==> src/rtl/hfac_pkg.sv <==
// Constants for the filter chain and AGC configuration block.
// Assumes one processing clock and an APB register port with 32-bit data.
package hfac_pkg;
   // ==================================================================
   // Register map (byte addresses)
   localparam logic [7:0]  FILTER_CHAIN_CONFIG_ADDR = 8'h00;
   localparam logic [7:0]  AGC_CONFIG_ONE_ADDR      = 8'h04;
   localparam logic [7:0]  CONFIG_STATUS_ADDR       = 8'h08;
   localparam int          ADDR_WIDTH               = 8;

   // ==================================================================
   // Reset values
   localparam logic [31:0] FILTER_CHAIN_RESET = 32'h0010_0001;
   localparam logic [31:0] AGC_CONFIG_RESET   = 32'h0000_0000;

   // ==================================================================
   // Writable bit masks; reserved bits read as zero
   localparam logic [31:0] FILTER_CHAIN_MASK = 32'h003F_FFFF;
   localparam logic [31:0] AGC_CONFIG_MASK   = 32'h3FFF_FFFF;

   // ==================================================================
   // Filter chain fields
   localparam int FILTER_SYNC_EN_POS   = 21;
   localparam int HALFBAND_BYPASS_POS  = 20;
   localparam int LAST_HALFBAND_POS    = 19;
   localparam int HALFBAND_FIRST_POS   = 15;
   localparam int HALFBAND_STAGES      = 5;
   localparam int FIR_DECIM_LSB        = 11;
   localparam int FIR_DECIM_WIDTH      = 4;
   localparam int FIR_DUAL_REAL_POS    = 10;
   localparam int FIR_SYM_PARITY_POS   = 9;
   localparam int FIR_ASYMMETRIC_POS   = 8;
   localparam int FIR_TAPS_LSB         = 0;
   localparam int FIR_TAPS_WIDTH       = 8;
   localparam logic [4:0] FIR_DECIM_ZERO_CODE_FACTOR = 5'h10;

   // ==================================================================
   // AGC configuration fields
   localparam int AGC_SYNC_LOAD_POS    = 29;
   localparam int AGC_THRESHOLD_LSB    = 16;
   localparam int AGC_THRESHOLD_WIDTH  = 13;
   localparam int LOOP1_MANTISSA_LSB   = 12;
   localparam int LOOP1_EXPONENT_LSB   = 8;
   localparam int LOOP0_MANTISSA_LSB   = 4;
   localparam int LOOP0_EXPONENT_LSB   = 0;
   localparam int GAIN_FIELD_WIDTH     = 4;
   localparam logic [4:0] EXPONENT_BASE = 5'h0F;

   // ==================================================================
   // AGC arithmetic widths
   localparam int GAIN_ERROR_WIDTH     = 14;
   localparam int GAIN_STEP_WIDTH      = 18;
endpackage

==> src/rtl/hfac_config.sv <==
// Configuration registers and decode for the halfband cascade, FIR and AGC loop.
// Assumes an APB master on pclk and that the sync, gain-select, magnitude
// and sample strobe inputs are already synchronous to pclk.
`timescale 1ns/10ps

module hfac_config
(
   input  wire logic                                     pclk,
   input  wire logic                                     presetn,
   input  wire logic                                     psel,
   input  wire logic                                     penable,
   input  wire logic                                     pwrite,
   input  wire logic [hfac_pkg::ADDR_WIDTH-1:0]          paddr,
   input  wire logic [31:0]                              pwdata,
   input  wire logic [3:0]                               pstrb,
   output logic      [31:0]                              prdata,
   output logic                                          pready,
   output logic                                          pslverr,
   input  wire logic                                     filter_align_sync_in,
   input  wire logic                                     agc_gain_select_in,
   input  wire logic                                     agc_sample_valid,
   input  wire logic [hfac_pkg::AGC_THRESHOLD_WIDTH-1:0] agc_magnitude,
   output logic      [hfac_pkg::HALFBAND_STAGES-1:0]     halfband_stage_enable,
   output logic                                          halfband_bypass,
   output logic      [4:0]                               fir_decimation,
   output logic                                          fir_dual_real,
   output logic                                          fir_symmetry_parity,
   output logic                                          fir_asymmetric,
   output logic      [hfac_pkg::FIR_TAPS_WIDTH-1:0]      fir_tap_count,
   output logic                                          config_invalid,
   output logic                                          filter_sequence_reset,
   output logic                                          agc_accumulator_load,
   output logic signed [hfac_pkg::GAIN_ERROR_WIDTH-1:0]  agc_gain_error,
   output logic signed [hfac_pkg::GAIN_STEP_WIDTH-1:0]   agc_gain_step,
   output logic                                          agc_step_valid
);
   import hfac_pkg::*;

   // ==================================================================
   // Functions

   // Address decode, shared by the write and the read path
   function automatic logic [2:0] reg_select(input logic [ADDR_WIDTH-1:0] addr);
      logic [2:0] sel;
      sel = 3'h0;
      if (addr == FILTER_CHAIN_CONFIG_ADDR)
      begin
         sel[0] = 1'b1;
      end
      if (addr == AGC_CONFIG_ONE_ADDR)
      begin
         sel[1] = 1'b1;
      end
      if (addr == CONFIG_STATUS_ADDR)
      begin
         sel[2] = 1'b1;
      end
      return sel;
   endfunction

   // Byte-lane merge of a write, with reserved bits forced low
   function automatic logic [31:0] merge_write(input logic [31:0] old_value,
                                               input logic [31:0] new_value,
                                               input logic [3:0]  strobe,
                                               input logic [31:0] mask);
      logic [31:0] result;
      result = old_value;
      for (int b = 0; b < 4; b++)
      begin
         if (strobe[b])
         begin
            result[b*8 +: 8] = new_value[b*8 +: 8];
         end
      end
      return result & mask;
   endfunction

   // ==================================================================
   // Registers and internal signals
   logic [31:0]                  filter_chain_config;
   logic [31:0]                  agc_config_one;
   logic [2:0]                   access_select;
   logic                         write_access;
   logic                         sync_sampled;
   logic                         sync_seen;
   logic                         taps_invalid;
   logic                         cascade_invalid;
   logic [FIR_DECIM_WIDTH-1:0]   decim_code;
   logic [GAIN_FIELD_WIDTH-1:0]  loop_gain_mantissa;
   logic [GAIN_FIELD_WIDTH-1:0]  loop_gain_exponent;
   logic [4:0]                   gain_shift;
   logic signed [GAIN_ERROR_WIDTH-1:0] next_gain_error;
   logic signed [GAIN_STEP_WIDTH-1:0]  scaled_error;
   logic [31:0]                  status_word;

   // ==================================================================
   // APB slave

   // Zero wait states: read data is loaded in the setup cycle
   // so every transfer ends in one access cycle and never stalls
   assign access_select = reg_select(paddr);
   assign write_access  = psel & penable & pwrite;
   assign pready        = 1'b1;
   assign pslverr       = psel & penable & ~(|access_select);

   // Register writes happen only in the access phase
   // Reserved bits are masked off, so they always read back zero
   always_ff @(posedge pclk or negedge presetn)
   begin
      if (!presetn)
      begin
         filter_chain_config <= FILTER_CHAIN_RESET;
      end
      else if (write_access && access_select[0])
      begin
         filter_chain_config <= merge_write(filter_chain_config, pwdata, pstrb,
                                            FILTER_CHAIN_MASK);
      end
   end

   always_ff @(posedge pclk or negedge presetn)
   begin
      if (!presetn)
      begin
         agc_config_one <= AGC_CONFIG_RESET;
      end
      else if (write_access && access_select[1])
      begin
         agc_config_one <= merge_write(agc_config_one, pwdata, pstrb,
                                       AGC_CONFIG_MASK);
      end
   end

   // Status word: block's own state; bit 2 is cleared by a write with bit 2 set
   assign status_word = {29'h0, sync_seen, cascade_invalid, taps_invalid};

   // Read mux; unmapped addresses read zero
   // Loaded at setup, so prdata stands through the whole access phase
   always_ff @(posedge pclk or negedge presetn)
   begin
      if (!presetn)
      begin
         prdata <= 32'h0000_0000;
      end
      else if (psel && !penable && !pwrite)
      begin
         unique case (1'b1)
            access_select[0]: prdata <= filter_chain_config;
            access_select[1]: prdata <= agc_config_one;
            access_select[2]: prdata <= status_word;
            default:          prdata <= 32'h0000_0000;
         endcase
      end
   end

   // ==================================================================
   // Filter chain decode

   // Stage enables, each held off while the whole cascade is bypassed
   // Keeps a stale stage bit from reaching the datapath under bypass
   genvar stage;
   generate
      for (stage = 0; stage < HALFBAND_STAGES; stage++)
      begin : g_stage
         always_ff @(posedge pclk or negedge presetn)
         begin
            if (!presetn)
            begin
               halfband_stage_enable[stage] <= 1'b0;
            end
            else
            begin
               halfband_stage_enable[stage] <= ~filter_chain_config[HALFBAND_BYPASS_POS]
                  & filter_chain_config[HALFBAND_FIRST_POS + stage];
            end
         end
      end
   endgenerate

   assign decim_code = filter_chain_config[FIR_DECIM_LSB +: FIR_DECIM_WIDTH];

   // Host programming faults, flagged rather than corrected
   // Trade-off: the datapath still runs on whatever was written
   assign taps_invalid    = (filter_chain_config[FIR_TAPS_LSB +: FIR_TAPS_WIDTH] == 8'h00);
   assign cascade_invalid = ~filter_chain_config[HALFBAND_BYPASS_POS]
      & ~(|filter_chain_config[HALFBAND_FIRST_POS +: HALFBAND_STAGES]);

   // Registered FIR and cascade controls
   always_ff @(posedge pclk or negedge presetn)
   begin
      if (!presetn)
      begin
         halfband_bypass     <= 1'b1;
         fir_decimation      <= FIR_DECIM_ZERO_CODE_FACTOR;
         fir_dual_real       <= 1'b0;
         fir_symmetry_parity <= 1'b0;
         fir_asymmetric      <= 1'b0;
         fir_tap_count       <= 8'h01;
         config_invalid      <= 1'b0;
      end
      else
      begin
         halfband_bypass     <= filter_chain_config[HALFBAND_BYPASS_POS];
         fir_decimation      <= (decim_code == 4'h0) ? FIR_DECIM_ZERO_CODE_FACTOR
                                                     : {1'b0, decim_code};
         fir_dual_real       <= filter_chain_config[FIR_DUAL_REAL_POS];
         fir_symmetry_parity <= filter_chain_config[FIR_SYM_PARITY_POS];
         fir_asymmetric      <= filter_chain_config[FIR_ASYMMETRIC_POS];
         fir_tap_count       <=
            filter_chain_config[FIR_TAPS_LSB +: FIR_TAPS_WIDTH];
         config_invalid      <= taps_invalid | cascade_invalid;
      end
   end

   // ==================================================================
   // Alignment sync

   // Two register stages on pclk; pulses follow two cycles after the pin
   // Pin is taken as synchronous; an async source needs its own synchroniser
   always_ff @(posedge pclk or negedge presetn)
   begin
      if (!presetn)
      begin
         sync_sampled <= 1'b0;
      end
      else
      begin
         sync_sampled <= filter_align_sync_in;
      end
   end

   // Gated by the enable bits; a level sync repeats the reset each cycle
   // Both pulses share one timing, so filters and AGC realign together
   always_ff @(posedge pclk or negedge presetn)
   begin
      if (!presetn)
      begin
         filter_sequence_reset <= 1'b0;
         agc_accumulator_load  <= 1'b0;
      end
      else
      begin
         filter_sequence_reset <= sync_sampled
            & filter_chain_config[FILTER_SYNC_EN_POS];
         agc_accumulator_load  <= sync_sampled
            & agc_config_one[AGC_SYNC_LOAD_POS];
      end
   end

   // Sticky sync flag, cleared by a write to status with bit 2 set; a new sync wins
   always_ff @(posedge pclk or negedge presetn)
   begin
      if (!presetn)
      begin
         sync_seen <= 1'b0;
      end
      else if (sync_sampled)
      begin
         sync_seen <= 1'b1;
      end
      else if (write_access && access_select[2] && pwdata[2])
      begin
         sync_seen <= 1'b0;
      end
   end

   // ==================================================================
   // AGC loop gain

   // Loop one or loop zero fields by the gain-select input
   always_comb
   begin
      if (agc_gain_select_in)
      begin
         loop_gain_mantissa =
            agc_config_one[LOOP1_MANTISSA_LSB +: GAIN_FIELD_WIDTH];
         loop_gain_exponent =
            agc_config_one[LOOP1_EXPONENT_LSB +: GAIN_FIELD_WIDTH];
      end
      else
      begin
         loop_gain_mantissa =
            agc_config_one[LOOP0_MANTISSA_LSB +: GAIN_FIELD_WIDTH];
         loop_gain_exponent =
            agc_config_one[LOOP0_EXPONENT_LSB +: GAIN_FIELD_WIDTH];
      end
   end

   // Error in threshold units; one extra bit, so differences below -8192 wrap
   // Converter gain is folded into the threshold by the host, not here
   assign next_gain_error =
      $signed({agc_config_one[AGC_THRESHOLD_LSB + AGC_THRESHOLD_WIDTH - 1],
               agc_config_one[AGC_THRESHOLD_LSB +: AGC_THRESHOLD_WIDTH]})
      - $signed({1'b0, agc_magnitude});

   // Mantissa as value/16: product keeps 4 extra fraction bits
   assign scaled_error =
      GAIN_STEP_WIDTH'(next_gain_error * $signed({1'b0, loop_gain_mantissa}));
   assign gain_shift   = EXPONENT_BASE - {1'b0, loop_gain_exponent};

   // Step in units of 1.5 dB, 4 fraction bits; arithmetic shift keeps sign
   // Step only; the accumulator and its limits sit outside this block
   always_ff @(posedge pclk or negedge presetn)
   begin
      if (!presetn)
      begin
         agc_gain_error <= '0;
         agc_gain_step  <= '0;
         agc_step_valid <= 1'b0;
      end
      else
      begin
         agc_step_valid <= agc_sample_valid;
         if (agc_sample_valid)
         begin
            agc_gain_error <= next_gain_error;
            agc_gain_step  <= scaled_error >>> gain_shift;
         end
      end
   end
endmodule

==> config.mk <==
export PLATFORM = sky130hd
export DESIGN_NAME = hfac_config
export DESIGN_NICKNAME = d
export VERILOG_FILES = /design/src/rtl/hfac_pkg.sv /design/src/rtl/hfac_config.sv
export SDC_FILE = /design/constraint.sdc
export NUM_CORES = 1
export LEC_CHECK = 0
export BUFFER_PORTS_ARGS = -buffer_cell sky130_fd_sc_hd__buf_2
export CORE_MARGIN = 5
export CORE_UTILIZATION = 62
export CTS_CLUSTER_DIAMETER = 150
export DETAILED_ROUTE_END_ITERATION = 10
export GPL_ROUTABILITY_DRIVEN = 0
export MAX_ROUTING_LAYER = met4
export PLACE_DENSITY = 0.85
export SYNTH_ARGS = -nofsm -noshare
export SYNTH_HDL_FRONTEND = slang
export SYNTH_SLANG_ARGS = --single-unit
==> constraint.sdc <==
create_clock -name pclk -period 10.54 [get_ports pclk]
set_clock_uncertainty 0.15 [all_clocks]
set_input_delay 0 -clock pclk [delete_from_list [all_inputs] [get_ports pclk]]
set_output_delay 0 -clock pclk [all_outputs]
set_load 0.005 [all_outputs]
==> results of run 1 <==
[worst max path at each step]
stage / startpoint / end / slack (ns)
final: agc_config_one[16] / agc_gain_step[10] / 3.43
after global routing: agc_config_one[16] / agc_gain_step[10] / 3.07
after CTS: agc_config_one[16] / agc_gain_step[10] / 3.50
after detailed placement: agc_config_one[16] / agc_gain_step[10] / 3.55
after global placement: agc_config_one[16] / agc_gain_step[10] / 3.77
after floorplan: agc_config_one[16] / agc_gain_step[13] / 4.87
[final cells by class]
| cell class | instances | area [sq um] |
|---|---|---|
| well taps | 184 | 230 |
| multi-input cells | 651 | 4860 |
| fillers | 955 | 3630 |
| flip-flops and latches | 142 | 3560 |
| clock inverters | 12 | 133 |
| repair buffers | 197 | 1200 |
| clock buffers | 19 | 443 |
| inverters | 85 | 319 |
[flip-flops by register name, summed over array words and instances, names as in the netlist]
register	flops
agc_accumulator_load	1
agc_config_one	30
agc_gain_error	14
agc_gain_step	18
agc_step_valid	1
config_invalid	1
filter_chain_config	22
filter_sequence_reset	1
fir_asymmetric	1
fir_decimation	5
fir_dual_real	1
fir_symmetry_parity	1
fir_tap_count	8
halfband_bypass	1
halfband_stage_enable	5
prdata	30
sync_sampled	1
sync_seen	1
[power breakdown]
group          internal (W)  switching (W)
sequential         0.000557     0.00000754
combinational     0.0000482      0.0000650
clock              0.000354       0.000243
total              0.000960       0.000315
[timing repair]
item,in CTS,in global routing
hold buffers,37,0
resized for setup,0,0
hold endpoints to repair,148,0
[cell families (layout without fill, tap and decap cells)]
| family | count (synthesis) | in the layout |
|---|---|---|
| buf+inv | 135 | 313 |
| flops | 142 | 142 |
| compound gates | 204 | 204 |
| fa+ha+maj | 75 | 75 |
| simple gates | 261 | 261 |
| other cells | 2 | 3 |
| xor+xnor | 27 | 27 |
| mux | 81 | 81 |
[layer usage]
layer	vias to the layer above	share of wire, %	GRT usage (%)
li1	3523	-	-
met1	3701	41	36.5
met2	304	49	46.6
met3	69	6.1	5.57
met4	0	3.2	11.6
met5	-	0	-
[synthesized netlist by cell type (all sizes together) (4+ instances only)]
library cell  count
o211ai           11
or2               6
dfstp             5
a22oi            21
nand3            10
ha               46
buf              13
clkbuf           36
a31oi             5
a21oi            34
nor2             82
nand2           101
nand2b           15
o2bb2ai           5
nor3             11
xor2              9
mux2i            21
o31ai             4
a21o              9
mux2             60
o21ai            70
o221ai            5
nor4              7
fa               29
xnor2            18
and3              8
inv              85
nor2b            10
a211oi           14
dfrtp           137
[worst max-delay path, stage by stage, from the launching register on]
cell and delay (ns):
dfrtp_1 0.38, inv_1 0.06, ha_1 0.21, fa_1 0.41, nor2b_1 0.14, o21ai_1 0.09
a21boi_1 0.23, o21ai_0 0.15, a21oi_1 0.22, a41o_1 0.24, nor2_1 0.06, xnor2_1 0.34
nor2_1 0.08, ha_1 0.32, fa_1 0.54, inv_1 0.06, fa_1 0.53, inv_1 0.04
ha_1 0.37, a21oi_1 0.17, o21ai_0 0.14, a211oi_1 0.30, o21ai_1 0.13, xnor2_1 0.15
xnor2_1 0.84, o21ai_2 0.23, a211oi_1 0.32, o2bb2ai_1 0.08
[per-stage QoR]
| stage | worst slack (ns) | total power [W] | instances | utilization (%) |
|---|---|---|---|---|
| 2_1_floorplan | 4.87 | 0.000627 | 928 | - |
| 3_3_place_gp | 3.77 | 0.000672 | 1222 | 68.2 |
| 3_5_place_dp | 3.55 | 0.000675 | 1222 | 68.2 |
| 4_1_cts | 3.50 | 0.00127 | 1290 | 74.7 |
| 5_1_grt | 3.07 | 0.00132 | 1290 | 74.7 |
| 6_report | 3.43 | 0.00128 | 1290 | 74.7 |
==> results.rst, run 1 <==
.. list-table::
   :header-rows: 1

   * - Metric
     - Value
   * - Status
     - finished with violations
   * - Violated checks
     - hold timing
   * - Number of optimization iterations in the first detailed-route pass
     - 5
   * - Critical Path Start Type
     - register
   * - Cell accounting for the most synthesized area
     - dfrtp_1
   * - Commonest cells after routing, fill and taps aside
     - buf_2 (150), dfrtp_1 (137), nand2_1 (100)
   * - Post-Place Cell Area
     - 9790 sq um
   * - Final-report setup violation count
     - 0
   * - Share of layout cells above drive strength 1
     - 25.3%
   * - Post-synthesis sequential area ratio
     - 39.7%
   * - Die width
     - 130 um
   * - Static leakage
     - 5.47 nW
   * - Core region area
     - 14,400 sq um
   * - Post-synthesis simple-gate area fraction
     - 13.1%
   * - CTS tree
     - built
   * - Post-synthesis to final-layout area growth
     - 19.9%
   * - Most common cell after layout, fill and taps aside
     - buf_2
   * - Type of the worst min-delay path
     - primary input to asynchronous set/reset pin
   * - WP data required
     - 10.70 ns
   * - Root buf cell
     - clkbuf_16
   * - Share of the synthesized netlist area taken by xor and xnor gates
     - 2.64%
   * - Total of warnings raised by yosys
     - 0
   * - Crit Path Max Fanout
     - 11
   * - Min Clock Period, post-route
     - 7.11 ns
   * - Source-to-sink clock delay at the later pin of the worst-skew pair
     - 0.44 ns
   * - Kind of end point of the critical path
     - register
   * - Fraction of the mapped netlist area in compound gates
     - 15.3%
   * - Final-layout setup total negative slack
     - 0 ns
   * - Achievable clock frequency
     - 0.141 GHz
   * - R2R Path End
     - agc_gain_step[10]
   * - Via count of the first global-routing pass
     - 7,621
   * - Top-area cell type share of the netlist area
     - 38.3%
   * - Count of maximum capacitance violations
     - 0
   * - Largest buffer count on any clock path
     - 2
   * - Cell types occupying the most area after synthesis
     - dfrtp_1 (38%), mux2_2 (7.5%), fa_1 (6.5%), ha_1 (6.4%), nand2_1 (4.2%)
   * - Sinks on the clock net
     - 142
   * - Average routed wire per standard cell
     - 18.1 um
   * - Number of enable-type register cells in the synthesized netlist
     - 0
   * - Antenna violations before repair
     - 0
   * - Kind of critical path
     - register to register
   * - Post-route fraction of the period consumed by the critical path
     - 67.5%
   * - Dominant synthesized flop cell
     - dfrtp_1
   * - Max-Slew Margin vs Limit
     - 17.5%
   * - Worst Reg-to-Reg Cells
     - 27
   * - H-tree levels
     - 4
   * - Adder and majority cell fraction of the synthesized area
     - 12.9%
   * - Number of nets with antenna violations after detailed routing
     - 0
   * - Setup repair after global routing missed its margin
     - false
   * - Per-cell via count in the routed design
     - 5.89
   * - Clock buffer count from CTS
     - 17
   * - Post-synthesis instance area
     - 8960 sq um
   * - HPWL reported at the end of detailed placement
     - 15.7 mm
   * - Number of nets at the end of the flow
     - 1,234
   * - Count of unique library cells instantiated by Yosys
     - 70
   * - Number of top-level pins
     - 157
   * - Post-synthesis mux area share
     - 10.0%
   * - Wire length of the first global-routing pass
     - 37.7 mm
   * - Total global routing overflow
     - 0
   * - Transition time of the tightest slew-check pin
     - 1.20 ns
   * - Count of buffers inserted at the top-level ports
     - 151
   * - Pin count of the biggest net entering global routing
     - 80
   * - Post-Synthesis Cells
     - 927
   * - CTS clock-pin slew for the worst setup and hold paths
     - 0.06 ns
   * - Largest family of logic cells by synthesized area
     - compound AO/OA/AOI/OAI gates
   * - Number of design rule violations left after detail routing
     - 0
   * - Drt initial violations
     - 548
   * - Die area
     - 17,000 sq um
   * - DR vias
     - 7,597
   * - Startpoint of the lowest-slack register-to-register path
     - agc_config_one[16]
   * - Overall die height
     - 130 um
   * - Average cell area after synthesis
     - 9.66 sq um
   * - Max IR drop VDD
     - 0.108 mV
   * - Cell row count
     - 44
   * - Starting utilization of the core area
     - 62.3%
   * - Worst hold slack
     - -0.0104 ns
   * - Final routed wirelength across all metal layers
     - 23.4 mm
   * - Count of antenna diodes in the layout
     - 0
   * - Max-slew violation total from the final report
     - 0
   * - Data arrival time of the critical path
     - 7.27 ns
   * - Number of post-CTS setup repair buffers
     - 0
   * - Power density normalized to cell area
     - 119 nW/um^2
   * - Gr usage total
     - 29.0%
   * - Endpoints failing hold
     - 3
   * - Post-route standard cell area excluding fillers
     - 10,700 sq um
   * - Ys async rst share
     - 100%
   * - Register bit total from synthesis
     - 142
   * - Reg2reg setup slack
     - 3.43 ns
(Power assumes the default switching activity.)
==> inputs of run 2 (changes only) <==
--- a/config.mk
+++ b/config.mk
@@ -7,12 +7,12 @@
 export LEC_CHECK = 0
 export BUFFER_PORTS_ARGS = -buffer_cell sky130_fd_sc_hd__buf_2
 export CORE_MARGIN = 5
-export CORE_UTILIZATION = 62
+export CORE_UTILIZATION = 52
 export CTS_CLUSTER_DIAMETER = 150
 export DETAILED_ROUTE_END_ITERATION = 10
 export GPL_ROUTABILITY_DRIVEN = 0
 export MAX_ROUTING_LAYER = met4
-export PLACE_DENSITY = 0.85
+export PLACE_DENSITY = 0.76
 export SYNTH_ARGS = -nofsm -noshare
 export SYNTH_HDL_FRONTEND = slang
 export SYNTH_SLANG_ARGS = --single-unit
==> constraint.sdc (replaced) <==
create_clock -name pclk -period 6.38 [get_ports pclk]
set_clock_uncertainty 0.15 [all_clocks]
set_input_delay 0 -clock pclk [delete_from_list [all_inputs] [get_ports pclk]]
set_output_delay 0 -clock pclk [all_outputs]
set_load 0.005 [all_outputs]
==> run 2 against run 1 <==
  * Routed wire length is 3.0% lower
  * Final cell count is 5.2% higher
  * Register-to-register slack worse by 3.1 ns
  * Hold slack better by 0.033 ns
  * Fmax is 17% higher
  * Total power is 75% higher
  * Largest cell class unchanged
  * The flow now finishes without violations
  * Utilization is 9.5 points lower
  * Largest power group unchanged
  * Non-clock buffer count is 25 higher
  * Critical endpoint is now agc_gain_step[8]
  * Worst setup slack worse by 3.1 ns
==> results.rst, run 2 (synthesis gave the netlist of run 1 again) <==
.. list-table::
   :header-rows: 1

   * - Metric
     - Value
   * - Master of the slowest instance on the critical path
     - fa_1
   * - Per-cell via count in the routed design
     - 5.49 (-6.8%)
   * - Die area
     - 20,000 sq um (+18%)
   * - Sinks on the clock net
     - 142 (unchanged)
   * - Max-Slew Margin vs Limit
     - 16.5% (-0.98 points)
   * - Count of antenna diodes in the layout
     - 0 (unchanged)
   * - Post-route standard cell area excluding fillers
     - 11,200 sq um (+4.1%)
   * - Endpoints failing hold
     - 0 (-3)
   * - Final-report setup violation count
     - 0 (unchanged)
   * - Kind of critical path
     - register to register
   * - Type of the worst min-delay path
     - primary input to register
   * - Area of the multi-input gates
     - 4960 sq um (+2.2%)
   * - Status
     - finished, final reports clean
   * - Number of top-level pins
     - 157 (unchanged)
   * - Commonest cells after routing, fill and taps aside
     - buf_2 (150), dfrtp_1 (137), nand2_1 (100)
   * - Fill cells
     - 1,360 (+42%)
   * - DR vias
     - 7,447 (-2.0%)
   * - Count of buffers inserted at the top-level ports
     - 151 (unchanged)
   * - Critical Path Start Type
     - register
   * - Share of layout cells above drive strength 1
     - 28.4% (+3.0 points)
   * - Starting utilization of the core area
     - 52.3% (-10 points)
   * - Post-route fraction of the period consumed by the critical path
     - 95.0% (+28 points)
   * - Die width
     - 141 um (+8.5%)
   * - Overall die height
     - 141 um (+8.5%)
   * - Crit path buf inv count
     - 5 (+2)
   * - H-tree levels
     - 4 (unchanged)
   * - Instance count on the critical path
     - 29 (+7.4%)
   * - Largest buffer count on any clock path
     - 2 (unchanged)
   * - Gate family responsible for the most delay along the worst path
     - adder cells
   * - Average routed wire per standard cell
     - 16.7 um (-7.8%)
   * - Kind of end point of the critical path
     - register
   * - Clock buffer count from CTS
     - 17 (unchanged)
   * - Total global routing overflow
     - 0 (unchanged)
   * - Max IR drop VDD
     - 0.267 mV (+150%)
   * - Min-delay src
     - pstrb[0]
   * - Number of nets at the end of the flow
     - 1,259 (+2.0%)
   * - Timing startpoint of the critical path
     - agc_config_one[16]
   * - Number of design rule violations left after detail routing
     - 0 (unchanged)
   * - CTS tree
     - built
   * - HPWL reported at the end of detailed placement
     - 16.0 mm (+2.5%)
   * - Final-layout setup total negative slack
     - 0 ns (unchanged)
   * - Number of optimization iterations in the first detailed-route pass
     - 5 (unchanged)
   * - Startpoint of the lowest-slack register-to-register path
     - agc_config_one[16]
   * - Final Util
     - 65.3% (-9.5 points)
   * - Antenna violations before repair
     - 0 (unchanged)
   * - Max-slew violation total from the final report
     - 0 (unchanged)
   * - Count of maximum capacitance violations
     - 0 (unchanged)
   * - Min Clock Period, post-route
     - 6.06 ns (-1.05 ns)
   * - Number of nets with antenna violations after detailed routing
     - 0 (unchanged)
   * - Maximum cell stage delay along the critical path
     - 0.52 ns (-0.32 ns)
   * - Via count of the first global-routing pass
     - 7,531 (-1.2%)
   * - Biggest regs
     - agc_config_one (30), prdata (30), filter_chain_config (22)
   * - Crit Path Max Fanout
     - 7 (-4)
   * - Wire length of the first global-routing pass
     - 37.3 mm (-1.1%)
   * - Root buf cell
     - clkbuf_16
   * - Power density normalized to cell area
     - 199 nW/um^2 (+68%)
   * - R2R Path End
     - agc_gain_step[8]
   * - Static leakage
     - 5.65 nW (+3.3%)
   * - Core region area
     - 17,100 sq um (+19%)
   * - Most common cell after layout, fill and taps aside
     - buf_2
   * - Register area
     - 3560 sq um (unchanged)
   * - Post-Place Cell Area
     - 9970 sq um (+1.8%)
   * - Pin count of the biggest net entering global routing
     - 82 (+2.5%)
   * - Cell row count
     - 48 (+9.1%)
   * - CTS clock-pin slew for the worst setup and hold paths
     - 0.07 ns (about the same)
   * - Post-synthesis to final-layout area growth
     - 24.8%
   * - Reg2reg setup slack
     - 0.32 ns (-3.11 ns)
   * - Data arrival time of the critical path
     - 6.27 ns (-1.00 ns)
   * - Transition time of the tightest slew-check pin
     - 1.22 ns (+0.0142 ns)
   * - Endpoint of the most critical setup path
     - agc_gain_step[8]
   * - WP data required
     - 6.58 ns (-4.12 ns)
   * - Drt initial violations
     - 490 (-11%)
   * - Achievable clock frequency
     - 0.165 GHz (+17%)
   * - Instance count along the most critical hold path
     - 3
   * - Worst Reg-to-Reg Cells
     - 29 (+7.4%)
   * - Source-to-sink clock delay at the later pin of the worst-skew pair
     - 0.43 ns (about the same)
   * - Worst hold slack
     - 0.0227 ns (+0.0331 ns)
   * - Gr usage total
     - 23.8% (-5.2 points)
   * - Final routed wirelength across all metal layers
     - 22.7 mm (-3.0%)
## run 2: per-stage QoR
step           setup slack (ns)  power (W)  instances
3_5_place_dp           0.000825    0.00112       1279
3_3_place_gp              0.225    0.00111       1279
4_1_cts                  0.0138    0.00224       1352
2_1_floorplan             0.715    0.00104        928
6_report                  0.317    0.00223       1357
5_1_grt                 -0.0286    0.00231       1357
## run 2: routing by layer
layer  wire length, um  GRT usage (%)
met5                 0              -
met3              1450           5.33
met2             10800           37.6
met4               255           5.00
met1             10200           31.9
## run 2: worst min-delay path by stage
stage	endpoint
floorplan	agc_accumulator_load
global placement	agc_gain_error[13]
detailed placement	agc_gain_error[13]
CTS	filter_chain_config[0]
global route	filter_chain_config[0]
finish	filter_chain_config[0]
## run 2: worst reg2reg max path: cells and delay by family, from the launching register on
| kind | cells | cell delay [ns] |
|---|---|---|
| AND/OR/NAND/NOR | 3 | 0.34 |
| buffers and inverters | 5 | 0.46 |
| AO/OA/AOI/OAI | 12 | 1.95 |
| adder cells (fa/ha/maj) | 6 | 2.08 |
| XOR/XNOR | 1 | 0.25 |
| multiplexers | 2 | 0.37 |
| flip-flops | 1 | 0.39 |
## run 2: where the power goes
part	internal (W)	switching (W)	total (W)	leakage [nW]
clock network	0.000676	0.000427	0.00110	0.309
logic	0.0000866	0.000107	0.000194	3.43
registers	0.000921	0.0000119	0.000933	1.91
## run 2: layout make-up
| class | count | area share (%) |
|---|---|---|
| Sequential cell | 142 | 31.9 |
| Clock buffer | 19 | 3.96 |
| Timing Repair Buffer | 222 | 12.6 |
| Inverter | 85 | 2.85 |
| Tap cell | 225 | 2.52 |
| Clock inverter | 13 | 1.80 |
| Multi-Input combinational cell | 651 | 44.4 |
## run 2: timing repair
| item | 4_1_cts | 5_1_grt |
|---|---|---|
| hold endpoints to repair | 132 | 0 |
| buffers inserted | 0 | 5 |
| pin swaps | 0 | 14 |
| gates resized for setup | 2 | 19 |
| setup endpoints to repair | 1 | 18 |
| hold buffers | 41 | 0 |
